$ cat config.mk
export PLATFORM = sky130hd
export DESIGN_NAME = tsc_top
export DESIGN_NICKNAME = d
export VERILOG_FILES = /design/src/verilog/tsc_pkg.sv /design/src/verilog/tsc_conv.sv /design/src/verilog/tsc_top.sv
export SDC_FILE = /design/constraint.sdc
export NUM_CORES = 1
export LEC_CHECK = 0
export ABC_AREA = 1
export BUFFER_PORTS_ARGS = -buffer_cell sky130_fd_sc_hd__buf_2
export CAP_MARGIN = 20
export CORE_MARGIN = 2
export CORE_UTILIZATION = 55
export DETAILED_ROUTE_END_ITERATION = 8
export PLACE_DENSITY = 0.81
export SLEW_MARGIN = 20
export SYNTH_ARGS = -nofsm -noshare
export SYNTH_HDL_FRONTEND = slang
export SYNTH_SLANG_ARGS = --single-unit
$ cat constraint.sdc
create_clock -name clk -period 4.16 [get_ports clk]
set_input_delay 1.248 -clock clk [delete_from_list [all_inputs] [get_ports clk]]
set_output_delay 1.248 -clock clk [all_outputs]
set_load 0.02 [all_outputs]
$ cat src/verilog/tsc_pkg.sv
// constants and types for the thermometer standby and serial control block
// Contract
// - in standby the converter stays idle unless a permitted one-shot arrives
// - standby is entered by low standby pin or by the halt bit set
// - both standby modes keep registers and keep the serial slave answering
// - in pin standby a one-shot command starts no conversion
// - in halt standby a one-shot command runs exactly one conversion
// - low standby pin overrides continuous runs and one-shot requests
// - standby arriving mid-conversion aborts it; both results stay unchanged
// - a conversion lasts 125 ms, then the rate timer sets the idle gap
// - results, status and settings appear to the host as byte registers
// - both channels answer on one shared slave address
// - only write byte, read byte, send byte and receive byte are used
// - receive byte returns the register named by the stored command byte
// - readings are sign plus seven bits, two's complement, 1 degree, msb first
// - a half degree is added before truncation, rounding to nearest degree
// - every conversion covers both channels and updates both results at end
// - a busy status bit shows a conversion; old results stay readable
package tsc_pkg;
	localparam int          CLK_MHZ    = 200;
	localparam int          CONV_MS    = 125;
	localparam logic [31:0] CONV_CYC   = 32'(CONV_MS * CLK_MHZ * 1000);
	localparam int          PER_MS     = 2000;
	localparam logic [31:0] PER_CYC    = 32'(PER_MS * CLK_MHZ * 1000);
	localparam logic [6:0]  SLV_ADDR   = 7'h18;
	localparam logic [7:0]  CMD_LOC    = 8'h00;
	localparam logic [7:0]  CMD_REM    = 8'h01;
	localparam logic [7:0]  CMD_STAT   = 8'h02;
	localparam logic [7:0]  CMD_CFG_RD = 8'h03;
	localparam logic [7:0]  CMD_RAT_RD = 8'h04;
	localparam logic [7:0]  CMD_CFG_WR = 8'h09;
	localparam logic [7:0]  CMD_RAT_WR = 8'h0a;
	localparam logic [7:0]  CMD_ONESHOT = 8'h0f;
	localparam int          CFG_HALT   = 6;
	localparam int          STAT_BUSY  = 7;
	localparam logic [7:0]  CFG_RST    = 8'h00;
	localparam logic [2:0]  RATE_RST   = 3'h2;
	localparam logic [7:0]  TEMP_RST   = 8'h00;
	localparam logic [7:0]  CMD_RST    = 8'h00;
	localparam logic [10:0] ROUND_OFS  = 11'h002;
	localparam logic [7:0]  TEMP_MAX   = 8'h7f;
	localparam logic [7:0]  TEMP_MIN   = 8'hbf;
	localparam logic [3:0]  BITS_BYTE  = 4'h8;

	typedef enum logic [1:0] {
		C_IDLE = 2'b00,
		C_CONV = 2'b01,
		C_WAIT = 2'b10
	} tsc_cst_t;

	typedef enum logic [2:0] {
		B_IDLE = 3'b000,
		B_RX   = 3'b001,
		B_ACK  = 3'b010,
		B_TX   = 3'b011,
		B_MACK = 3'b100
	} tsc_bst_t;

	typedef enum logic [1:0] {
		P_ADDR = 2'b00,
		P_CMD  = 2'b01,
		P_DATA = 2'b10
	} tsc_phase_t;

	// raw readings in quarter degrees, signed
	typedef struct packed {
		logic [10:0] loc;
		logic [10:0] rem;
	} tsc_adc_t;

	typedef struct packed {
		logic busy;
		logic standby;
	} tsc_stat_t;
endpackage : tsc_pkg

$ cat src/verilog/tsc_conv.sv
// conversion sequencer with rate timer and standby gating
`timescale 1ns/1ps
module tsc_conv #(
	parameter logic [31:0] CONV_CYC = tsc_pkg::CONV_CYC,
	parameter logic [31:0] PER_CYC  = tsc_pkg::PER_CYC
) (
	// clock and reset
	input  wire logic       clk,
	input  wire logic       rstn,
	// control
	input  wire logic       hw_sb,
	input  wire logic       halt,
	input  wire logic       halt_rise,
	input  wire logic       oneshot,
	input  wire logic [2:0] rate,
	// status
	output logic            busy,
	output logic            done
);
	tsc_pkg::tsc_cst_t st, next_st;
	logic [31:0]       cnt, next_cnt;
	logic              next_busy, next_done;
	logic              abort;

	assign abort = hw_sb | halt_rise;

	always_comb
	begin
		next_st   = st;
		next_cnt  = cnt;
		next_done = 1'b0;
		unique case (st)
			tsc_pkg::C_IDLE:
			begin
				if (!hw_sb && (oneshot || !halt))
				begin
					next_st  = tsc_pkg::C_CONV;
					next_cnt = 32'h0;
				end
			end
			tsc_pkg::C_CONV:
			begin
				if (abort)
					next_st = tsc_pkg::C_IDLE;
				else if (cnt == CONV_CYC - 32'h1)
				begin
					next_done = 1'b1;
					next_cnt  = 32'h0;
					next_st   = halt ? tsc_pkg::C_IDLE : tsc_pkg::C_WAIT;
				end
				else
					next_cnt = cnt + 32'h1;
			end
			tsc_pkg::C_WAIT:
			begin
				next_cnt = cnt + 32'h1;
				if (hw_sb || halt)
					next_st = tsc_pkg::C_IDLE;
				else if (oneshot || cnt >= (PER_CYC >> rate) - 32'h1)
				begin
					next_st  = tsc_pkg::C_CONV;
					next_cnt = 32'h0;
				end
			end
			default:
				next_st = tsc_pkg::C_IDLE;
		endcase
		next_busy = (next_st == tsc_pkg::C_CONV);
	end

	always_ff @(posedge clk)
	begin
		if (!rstn)
		begin
			st   <= tsc_pkg::C_IDLE;
			cnt  <= 32'h0;
			busy <= 1'b0;
			done <= 1'b0;
		end
		else
		begin
			st   <= next_st;
			cnt  <= next_cnt;
			busy <= next_busy;
			done <= next_done;
		end
	end
endmodule : tsc_conv

$ cat src/verilog/tsc_top.sv
// thermometer control: standby, conversion gating, serial slave registers
`timescale 1ns/1ps
module tsc_top #(
	parameter logic [31:0] CONV_CYC = tsc_pkg::CONV_CYC,
	parameter logic [31:0] PER_CYC  = tsc_pkg::PER_CYC
) (
	// clock and reset
	input  wire logic               clk,
	input  wire logic               rstn,
	// standby pin
	input  wire logic               hw_standby_n,
	// serial link
	input  wire logic               scl_in,
	input  wire logic               sda_in,
	output logic                    sda_out,
	output logic                    sda_oe_n,
	// converter
	input  wire tsc_pkg::tsc_adc_t  adc,
	output tsc_pkg::tsc_stat_t      stat
);
	logic [2:0]          sync1, sync2;
	logic                scl_q, sda_q;
	logic                scl_s, sda_s, hw_standby_n_n_s;
	logic                scl_rise, scl_fall, bus_start, bus_stop;
	tsc_pkg::tsc_bst_t   bst, next_bst;
	tsc_pkg::tsc_phase_t phase, next_phase;
	logic [3:0]          bcnt, next_bcnt;
	logic [7:0]          shreg, next_shreg;
	logic [7:0]          txb, next_txb;
	logic                rd, next_rd;
	logic                byte_rdy, next_byte_rdy;
	logic                nack, next_nack;
	logic                next_sda_oe_n;
	logic                oneshot, next_oneshot;
	logic [7:0]          cmd, next_cmd;
	logic [7:0]          cfg, next_cfg;
	logic [2:0]          rate, next_rate;
	logic [7:0]          t_loc, next_t_loc;
	logic [7:0]          t_rem, next_t_rem;
	logic                halt_q;
	logic                hw_sb, halt, halt_rise;
	logic                conv_busy, conv_done;
	tsc_pkg::tsc_stat_t  next_stat;

	// add half degree, truncate, clamp to the reportable span
	function automatic logic [7:0] conv_temp(input logic [10:0] raw);
		logic [11:0] sum;
		logic [9:0]  q;
		sum = {raw[10], raw} + {1'b0, tsc_pkg::ROUND_OFS};
		q   = sum[11:2];
		if (!q[9] && q[8:7] != 2'b00)
			conv_temp = tsc_pkg::TEMP_MAX;
		else if (q[9] && $signed(q) < $signed({{2{1'b1}}, tsc_pkg::TEMP_MIN}))
			conv_temp = tsc_pkg::TEMP_MIN;
		else
			conv_temp = q[7:0];
	endfunction : conv_temp

	// register read decode
	function automatic logic [7:0] rd_reg(input logic [7:0] c);
		unique case (c)
			tsc_pkg::CMD_LOC:    rd_reg = t_loc;
			tsc_pkg::CMD_REM:    rd_reg = t_rem;
			tsc_pkg::CMD_STAT:   rd_reg = {conv_busy, 7'h00};
			tsc_pkg::CMD_CFG_RD: rd_reg = cfg;
			tsc_pkg::CMD_RAT_RD: rd_reg = {5'h00, rate};
			default:             rd_reg = 8'h00;
		endcase
	endfunction : rd_reg

	// two-stage synchronisers for pins
	always_ff @(posedge clk)
	begin
		if (!rstn)
		begin
			sync1  <= 3'h7;
			sync2  <= 3'h7;
			scl_q  <= 1'b1;
			sda_q  <= 1'b1;
			halt_q <= 1'b0;
		end
		else
		begin
			sync1  <= {hw_standby_n, sda_in, scl_in};
			sync2  <= sync1;
			scl_q  <= scl_s;
			sda_q  <= sda_s;
			halt_q <= halt;
		end
	end

	assign scl_s     = sync2[0];
	assign sda_s     = sync2[1];
	assign hw_standby_n_n_s  = sync2[2];
	assign scl_rise  = scl_s & ~scl_q;
	assign scl_fall  = ~scl_s & scl_q;
	assign bus_start = scl_s & scl_q & sda_q & ~sda_s;
	assign bus_stop  = scl_s & scl_q & ~sda_q & sda_s;
	assign hw_sb     = ~hw_standby_n_n_s;
	assign halt      = cfg[tsc_pkg::CFG_HALT];
	assign halt_rise = halt & ~halt_q;

	tsc_conv #(
		.CONV_CYC (CONV_CYC),
		.PER_CYC  (PER_CYC)
	) u_conv (
		.clk       (clk),
		.rstn      (rstn),
		.hw_sb     (hw_sb),
		.halt      (halt),
		.halt_rise (halt_rise),
		.oneshot   (oneshot),
		.rate      (rate),
		.busy      (conv_busy),
		.done      (conv_done)
	);

	// serial slave, live in every mode
	always_comb
	begin
		next_bst      = bst;
		next_phase    = phase;
		next_bcnt     = bcnt;
		next_shreg    = shreg;
		next_txb      = txb;
		next_rd       = rd;
		next_byte_rdy = byte_rdy;
		next_nack     = nack;
		next_sda_oe_n = sda_oe_n;
		next_oneshot  = 1'b0;
		next_cmd      = cmd;
		next_cfg      = cfg;
		next_rate     = rate;
		if (bus_stop)
		begin
			next_bst      = tsc_pkg::B_IDLE;
			next_sda_oe_n = 1'b1;
		end
		else if (bus_start)
		begin
			next_bst      = tsc_pkg::B_RX;
			next_phase    = tsc_pkg::P_ADDR;
			next_bcnt     = 4'h0;
			next_byte_rdy = 1'b0;
			next_sda_oe_n = 1'b1;
		end
		else
		begin
			unique case (bst)
				tsc_pkg::B_IDLE:
					next_sda_oe_n = 1'b1;
				tsc_pkg::B_RX:
				begin
					if (scl_rise)
					begin
						next_shreg = {shreg[6:0], sda_s};
						next_bcnt  = bcnt + 4'h1;
						if (bcnt == tsc_pkg::BITS_BYTE - 4'h1)
							next_byte_rdy = 1'b1;
					end
					else if (scl_fall && byte_rdy)
					begin
						next_byte_rdy = 1'b0;
						next_sda_oe_n = 1'b0;
						next_bst      = tsc_pkg::B_ACK;
						unique case (phase)
							tsc_pkg::P_ADDR:
							begin
								if (shreg[7:1] == tsc_pkg::SLV_ADDR)
								begin
									next_rd    = shreg[0];
									next_phase = tsc_pkg::P_CMD;
								end
								else
								begin
									next_sda_oe_n = 1'b1;
									next_bst      = tsc_pkg::B_IDLE;
								end
							end
							tsc_pkg::P_CMD:
							begin
								next_cmd   = shreg;
								next_phase = tsc_pkg::P_DATA;
								if (shreg == tsc_pkg::CMD_ONESHOT)
									next_oneshot = 1'b1;
							end
							default:
							begin
								if (cmd == tsc_pkg::CMD_CFG_WR)
									next_cfg = shreg;
								else if (cmd == tsc_pkg::CMD_RAT_WR)
									next_rate = shreg[2:0];
							end
						endcase
					end
				end
				tsc_pkg::B_ACK:
				begin
					if (scl_fall)
					begin
						next_bcnt = 4'h0;
						if (rd)
						begin
							next_txb      = rd_reg(cmd);
							next_sda_oe_n = next_txb[7];
							next_bst      = tsc_pkg::B_TX;
						end
						else
						begin
							next_sda_oe_n = 1'b1;
							next_bst      = tsc_pkg::B_RX;
						end
					end
				end
				tsc_pkg::B_TX:
				begin
					if (scl_rise)
						next_bcnt = bcnt + 4'h1;
					else if (scl_fall)
					begin
						if (bcnt == tsc_pkg::BITS_BYTE)
						begin
							next_sda_oe_n = 1'b1;
							next_bst      = tsc_pkg::B_MACK;
						end
						else
						begin
							next_txb      = {txb[6:0], 1'b0};
							next_sda_oe_n = txb[6];
						end
					end
				end
				tsc_pkg::B_MACK:
				begin
					if (scl_rise)
						next_nack = sda_s;
					else if (scl_fall)
					begin
						if (nack)
							next_bst = tsc_pkg::B_IDLE;
						else
						begin
							next_bcnt     = 4'h0;
							next_txb      = rd_reg(cmd);
							next_sda_oe_n = next_txb[7];
							next_bst      = tsc_pkg::B_TX;
						end
					end
				end
				default:
					next_bst = tsc_pkg::B_IDLE;
			endcase
		end
	end

	always_ff @(posedge clk)
	begin
		if (!rstn)
		begin
			bst      <= tsc_pkg::B_IDLE;
			phase    <= tsc_pkg::P_ADDR;
			bcnt     <= 4'h0;
			shreg    <= 8'h00;
			txb      <= 8'h00;
			rd       <= 1'b0;
			byte_rdy <= 1'b0;
			nack     <= 1'b0;
			sda_oe_n <= 1'b1;
			sda_out  <= 1'b0;
			oneshot  <= 1'b0;
			cmd      <= tsc_pkg::CMD_RST;
			cfg      <= tsc_pkg::CFG_RST;
			rate     <= tsc_pkg::RATE_RST;
		end
		else
		begin
			bst      <= next_bst;
			phase    <= next_phase;
			bcnt     <= next_bcnt;
			shreg    <= next_shreg;
			txb      <= next_txb;
			rd       <= next_rd;
			byte_rdy <= next_byte_rdy;
			nack     <= next_nack;
			sda_oe_n <= next_sda_oe_n;
			sda_out  <= 1'b0;
			oneshot  <= next_oneshot;
			cmd      <= next_cmd;
			cfg      <= next_cfg;
			rate     <= next_rate;
		end
	end

	// results latch only at a completed conversion
	always_comb
	begin
		next_t_loc = conv_done ? conv_temp(adc.loc) : t_loc;
		next_t_rem = conv_done ? conv_temp(adc.rem) : t_rem;
		next_stat.busy    = conv_busy;
		next_stat.standby = hw_sb | halt;
	end

	always_ff @(posedge clk)
	begin
		if (!rstn)
		begin
			t_loc <= tsc_pkg::TEMP_RST;
			t_rem <= tsc_pkg::TEMP_RST;
			stat  <= '0;
		end
		else
		begin
			t_loc <= next_t_loc;
			t_rem <= next_t_rem;
			stat  <= next_stat;
		end
	end
endmodule : tsc_top

==> load_flow_metrics.sql <==
INSERT INTO impl_metrics (metric_group, metric, value, unit) VALUES
('layout', 'layout.cells.most_common_list', 'sky130_fd_sc_hd__nand2_1 (297), sky130_fd_sc_hd__nor2_1 (164), sky130_fd_sc_hd__inv_1 (141)', ''),
('clock_network', 'cts.sink_count', '111', ''),
('routing', 'post_dr_vias_cell', '5.35', ''),
('clock_network', 'cts_post_setup_buffers_inserted', '0', ''),
('clock_network', 'cts.hold.buffers_added', '0', ''),
('layout', 'layout_nets', '1226', ''),
('setup_path', 'worst-path-max-fanout', '32', ''),
('routing', 'wire_per_inst', '12.5', 'um'),
('setup_path', 'crit_start', 'rate[2]', ''),
('routing', 'wl_final', '16800', 'um'),
('routing', 'drt.antenna.violating_nets', '0', ''),
('clock_network', 'cts_inserted_buffers', '9', ''),
('sta', 'min_period_over_period', '71.7', '%'),
('layout', 'largest_register_ffs', '32', ''),
('sta', 'final.setup.tns', '0', 'ns'),
('layout', 'sequential_cell_area', '2220', 'um^2'),
('setup_path', 'cp_data_required_time', '4.44', 'ns'),
('routing', 'initialDrtViolationCount', '556', ''),
('global_routing', 'groute.usage.overall', '24.9', '%'),
('power', 'power_frac_comb', '15.6', '%'),
('global_routing', 'antenna_found_initial', '0', ''),
('routing', 'route.top_layer_used', 'met4', ''),
('clock_network', 'cts_tree', 'built', ''),
('power', 'power.leakage', '3.33', 'nW'),
('sta', 'hold_ws', '0.419', 'ns'),
('sta', 'total_setup_violations_reported_at_the_end_of_the_flow', '0', ''),
('clock_network', 'cts_resized', '0', ''),
('hold_path', 'min-delay-path-class', 'reg -> reg', ''),
('routing', 'dr_total_vias', '7155', ''),
('layout', 'n_fill_cell', '1242', ''),
('global_routing', 'via_count_of_the_first_global_routing_pass', '6568', ''),
('power', 'cellPowerDensity', '301', 'nW/um^2'),
('power', 'p_seq_share', '48.4', '%'),
('synth', 'synth.yosys.seq_area_share', '30.9', '%'),
('sta', 'maxSlewHeadroom', '28.5', '%'),
('global_routing', 'maximum_number_of_pins_on_one_net_before_global_route_repair', '61', ''),
('status', 'result_of_the_run', 'finished clean', ''),
('setup_path', 'worst_r2r_startpoint', 'rate[2]', ''),
('synth', 'syn-mean-instance-area', '6.27', 'um^2'),
('clock_network', 'cts-htree-levels', '3', ''),
('sta', 'grt_setup_unrepaired', 'no', ''),
('setup_path', 'cp_data_arrival_time', '3.27', 'ns'),
('clock_network', 'worst_setup_hold_path_clk_slew', '0.07', 'ns'),
('synth', 'synth-main-ff-cell', 'sky130_fd_sc_hd__dfxtp_1', ''),
('layout', 'antenna_fix_cells', '0', ''),
('die', 'num_rows', '41', ''),
('die', 'io-pin-count', '31', ''),
('die', 'initial_utilization', '56.8', '%'),
('clock_network', 'clk_latency', '0.36', 'ns'),
('sta', 'fin_worst_skew', '0.0101', 'ns'),
('power', 'peakVddDrop', '0.338', 'mV'),
('synth', 'synth_largest_type_area_fraction', '30.9', '%'),
('die', 'core', '12700', 'um^2'),
('power', 'sw_frac_of_total', '29.9', '%'),
('routing', 'firstDrtPassIters', '8', ''),
('layout', 'multiInputGateArea', '4300', 'um^2'),
('routing', 'route.detailed.drc', '0', ''),
('sta', 'clock.fmax', '0.335', 'GHz'),
('setup_path', 'worstSetupStartpointType', 'flip-flop', ''),
('setup_path', 'critical_path_class', 'reg -> reg', ''),
('synth', 'ys_warn_count', '0', ''),
('routing', 'detailed_route_wire_length_on_metal_1', '7350', 'um'),
('die', 'die_y', '118', 'um'),
('synth', 'number_of_cells_produced_by_synthesis', '1147', ''),
('synth', 'post_synth_main_area_contributors', 'sky130_fd_sc_hd__dfxtp_1 (31%), sky130_fd_sc_hd__nand2_1 (16%), sky130_fd_sc_hd__nor2_1 (8.6%)', ''),
('power', 'clock_power_share', '36.0', '%'),
('layout', 'layout_commonest_cell', 'sky130_fd_sc_hd__nand2_1', ''),
('synth', 'yosysUniqueCellTypes', '38', ''),
('routing', 'routed-wl-met3', '931', 'um'),
('routing', 'wl_met2', '7980', 'um'),
('power', 'p_sw', '696', 'uW');
==> layer usage <==
layer | track usage, % | vias to the layer above
li1 | - | 3722
met1 | 29.8 | 3171
met2 | 43.5 | 216
met3 | 5.07 | 46
met4 | 10.1 | 0
met5 | 0 | -
==> power groups by stage <==
stage               logic, mW  registers [mW]  clock network, mW
floorplan               0.275            1.15                  0
global placement        0.351            1.15                  0
detailed placement      0.360            1.15                  0
CTS                     0.363            1.13              0.854
global route            0.415            1.13              0.898
finish                  0.364            1.13              0.837
==> metrics by stage <==
stage / util, % / power (mW) / setup slack, ns / instance area, um^2 / instances
after floorplan: - / 1.42 / 1.62 / 7200 / 1149
after global placement: 58.8 / 1.50 / 1.32 / 7450 / 1322
after detailed placement: 58.8 / 1.51 / 1.27 / 7450 / 1322
after CTS: 61.0 / 2.34 / 1.22 / 7730 / 1338
after global routing: 61.0 / 2.44 / 0.816 / 7730 / 1338
final: 61.0 / 2.33 / 1.18 / 7730 / 1338
==> cell usage after synthesis, types with 4 or more instances <==
master and n:
sky130_fd_sc_hd__clkbuf_1 20, sky130_fd_sc_hd__ha_1 38, sky130_fd_sc_hd__buf_2 8, sky130_fd_sc_hd__or2_2 8, sky130_fd_sc_hd__xnor2_1 6, sky130_fd_sc_hd__nor2_1 164
sky130_fd_sc_hd__nor3_2 7, sky130_fd_sc_hd__o21ai_0 53, sky130_fd_sc_hd__o21bai_1 4, sky130_fd_sc_hd__inv_1 141, sky130_fd_sc_hd__nand3_1 61, sky130_fd_sc_hd__xor2_1 23
sky130_fd_sc_hd__dfxtp_1 111, sky130_fd_sc_hd__a21oi_1 98, sky130_fd_sc_hd__nand4_1 21, sky130_fd_sc_hd__nor2_2 4, sky130_fd_sc_hd__o211ai_1 8, sky130_fd_sc_hd__o21ai_1 4
sky130_fd_sc_hd__nand2_1 297, sky130_fd_sc_hd__inv_2 5, sky130_fd_sc_hd__nor3_1 40
==> cells by family (layout without fill, tap and decap cells) <==
| group | after synthesis | count (layout) | share of synthesized area, % |
|---|---|---|---|
| other | 2 | 4 | 0.104 |
| and+or+nand+nor | 621 | 621 | 37.1 |
| AOI/OAI and AO/OA | 170 | 170 | 12.4 |
| xor gates and xnor gates | 29 | 29 | 3.53 |
| DFF | 111 | 111 | 30.9 |
| adders and majority gates | 38 | 38 | 6.61 |
| buffers and inverters | 176 | 193 | 9.38 |
==> final timing paths <==
path	to	slack, ns	depth (start not counted)
worst max-delay path	u_conv.cnt[27]	1.18	20
worst min-delay path	sync2[1]	0.42	1
worst max register to register	u_conv.cnt[27]	1.18	20
worst min register to register	sync2[1]	0.42	1
==> critical path: stages, from the launching register on <==
cell,delay (ns)
sky130_fd_sc_hd__dfxtp_1,0.52
sky130_fd_sc_hd__nand2_1,0.20
sky130_fd_sc_hd__inv_1,0.15
sky130_fd_sc_hd__nor2_1,0.08
sky130_fd_sc_hd__inv_1,0.11
sky130_fd_sc_hd__nor2_1,0.05
sky130_fd_sc_hd__ha_1,0.30
sky130_fd_sc_hd__nand2_1,0.06
sky130_fd_sc_hd__nand2_1,0.04
sky130_fd_sc_hd__nand2_1,0.06
sky130_fd_sc_hd__nand2_1,0.05
sky130_fd_sc_hd__nand2_1,0.08
sky130_fd_sc_hd__nand2_1,0.07
sky130_fd_sc_hd__a21oi_1,0.26
sky130_fd_sc_hd__nand2_1,0.11
sky130_fd_sc_hd__nand2_1,0.06
sky130_fd_sc_hd__nand2_1,0.06
sky130_fd_sc_hd__nand2_1,0.06
sky130_fd_sc_hd__buf_4,0.32
sky130_fd_sc_hd__nand2_1,0.09
sky130_fd_sc_hd__a21oi_1,0.14
==> final cells by class <==
cell class | instances | area share (%)
timing repair buffer | 30 | 2.04
clock inverter | 6 | 0.712
inverter | 147 | 7.13
multi-input combinational | 862 | 55.6
clock buffer | 10 | 2.96
sequential | 111 | 28.7
tap | 172 | 2.78
No activity file was read; power rests on OpenSTA's default activity.
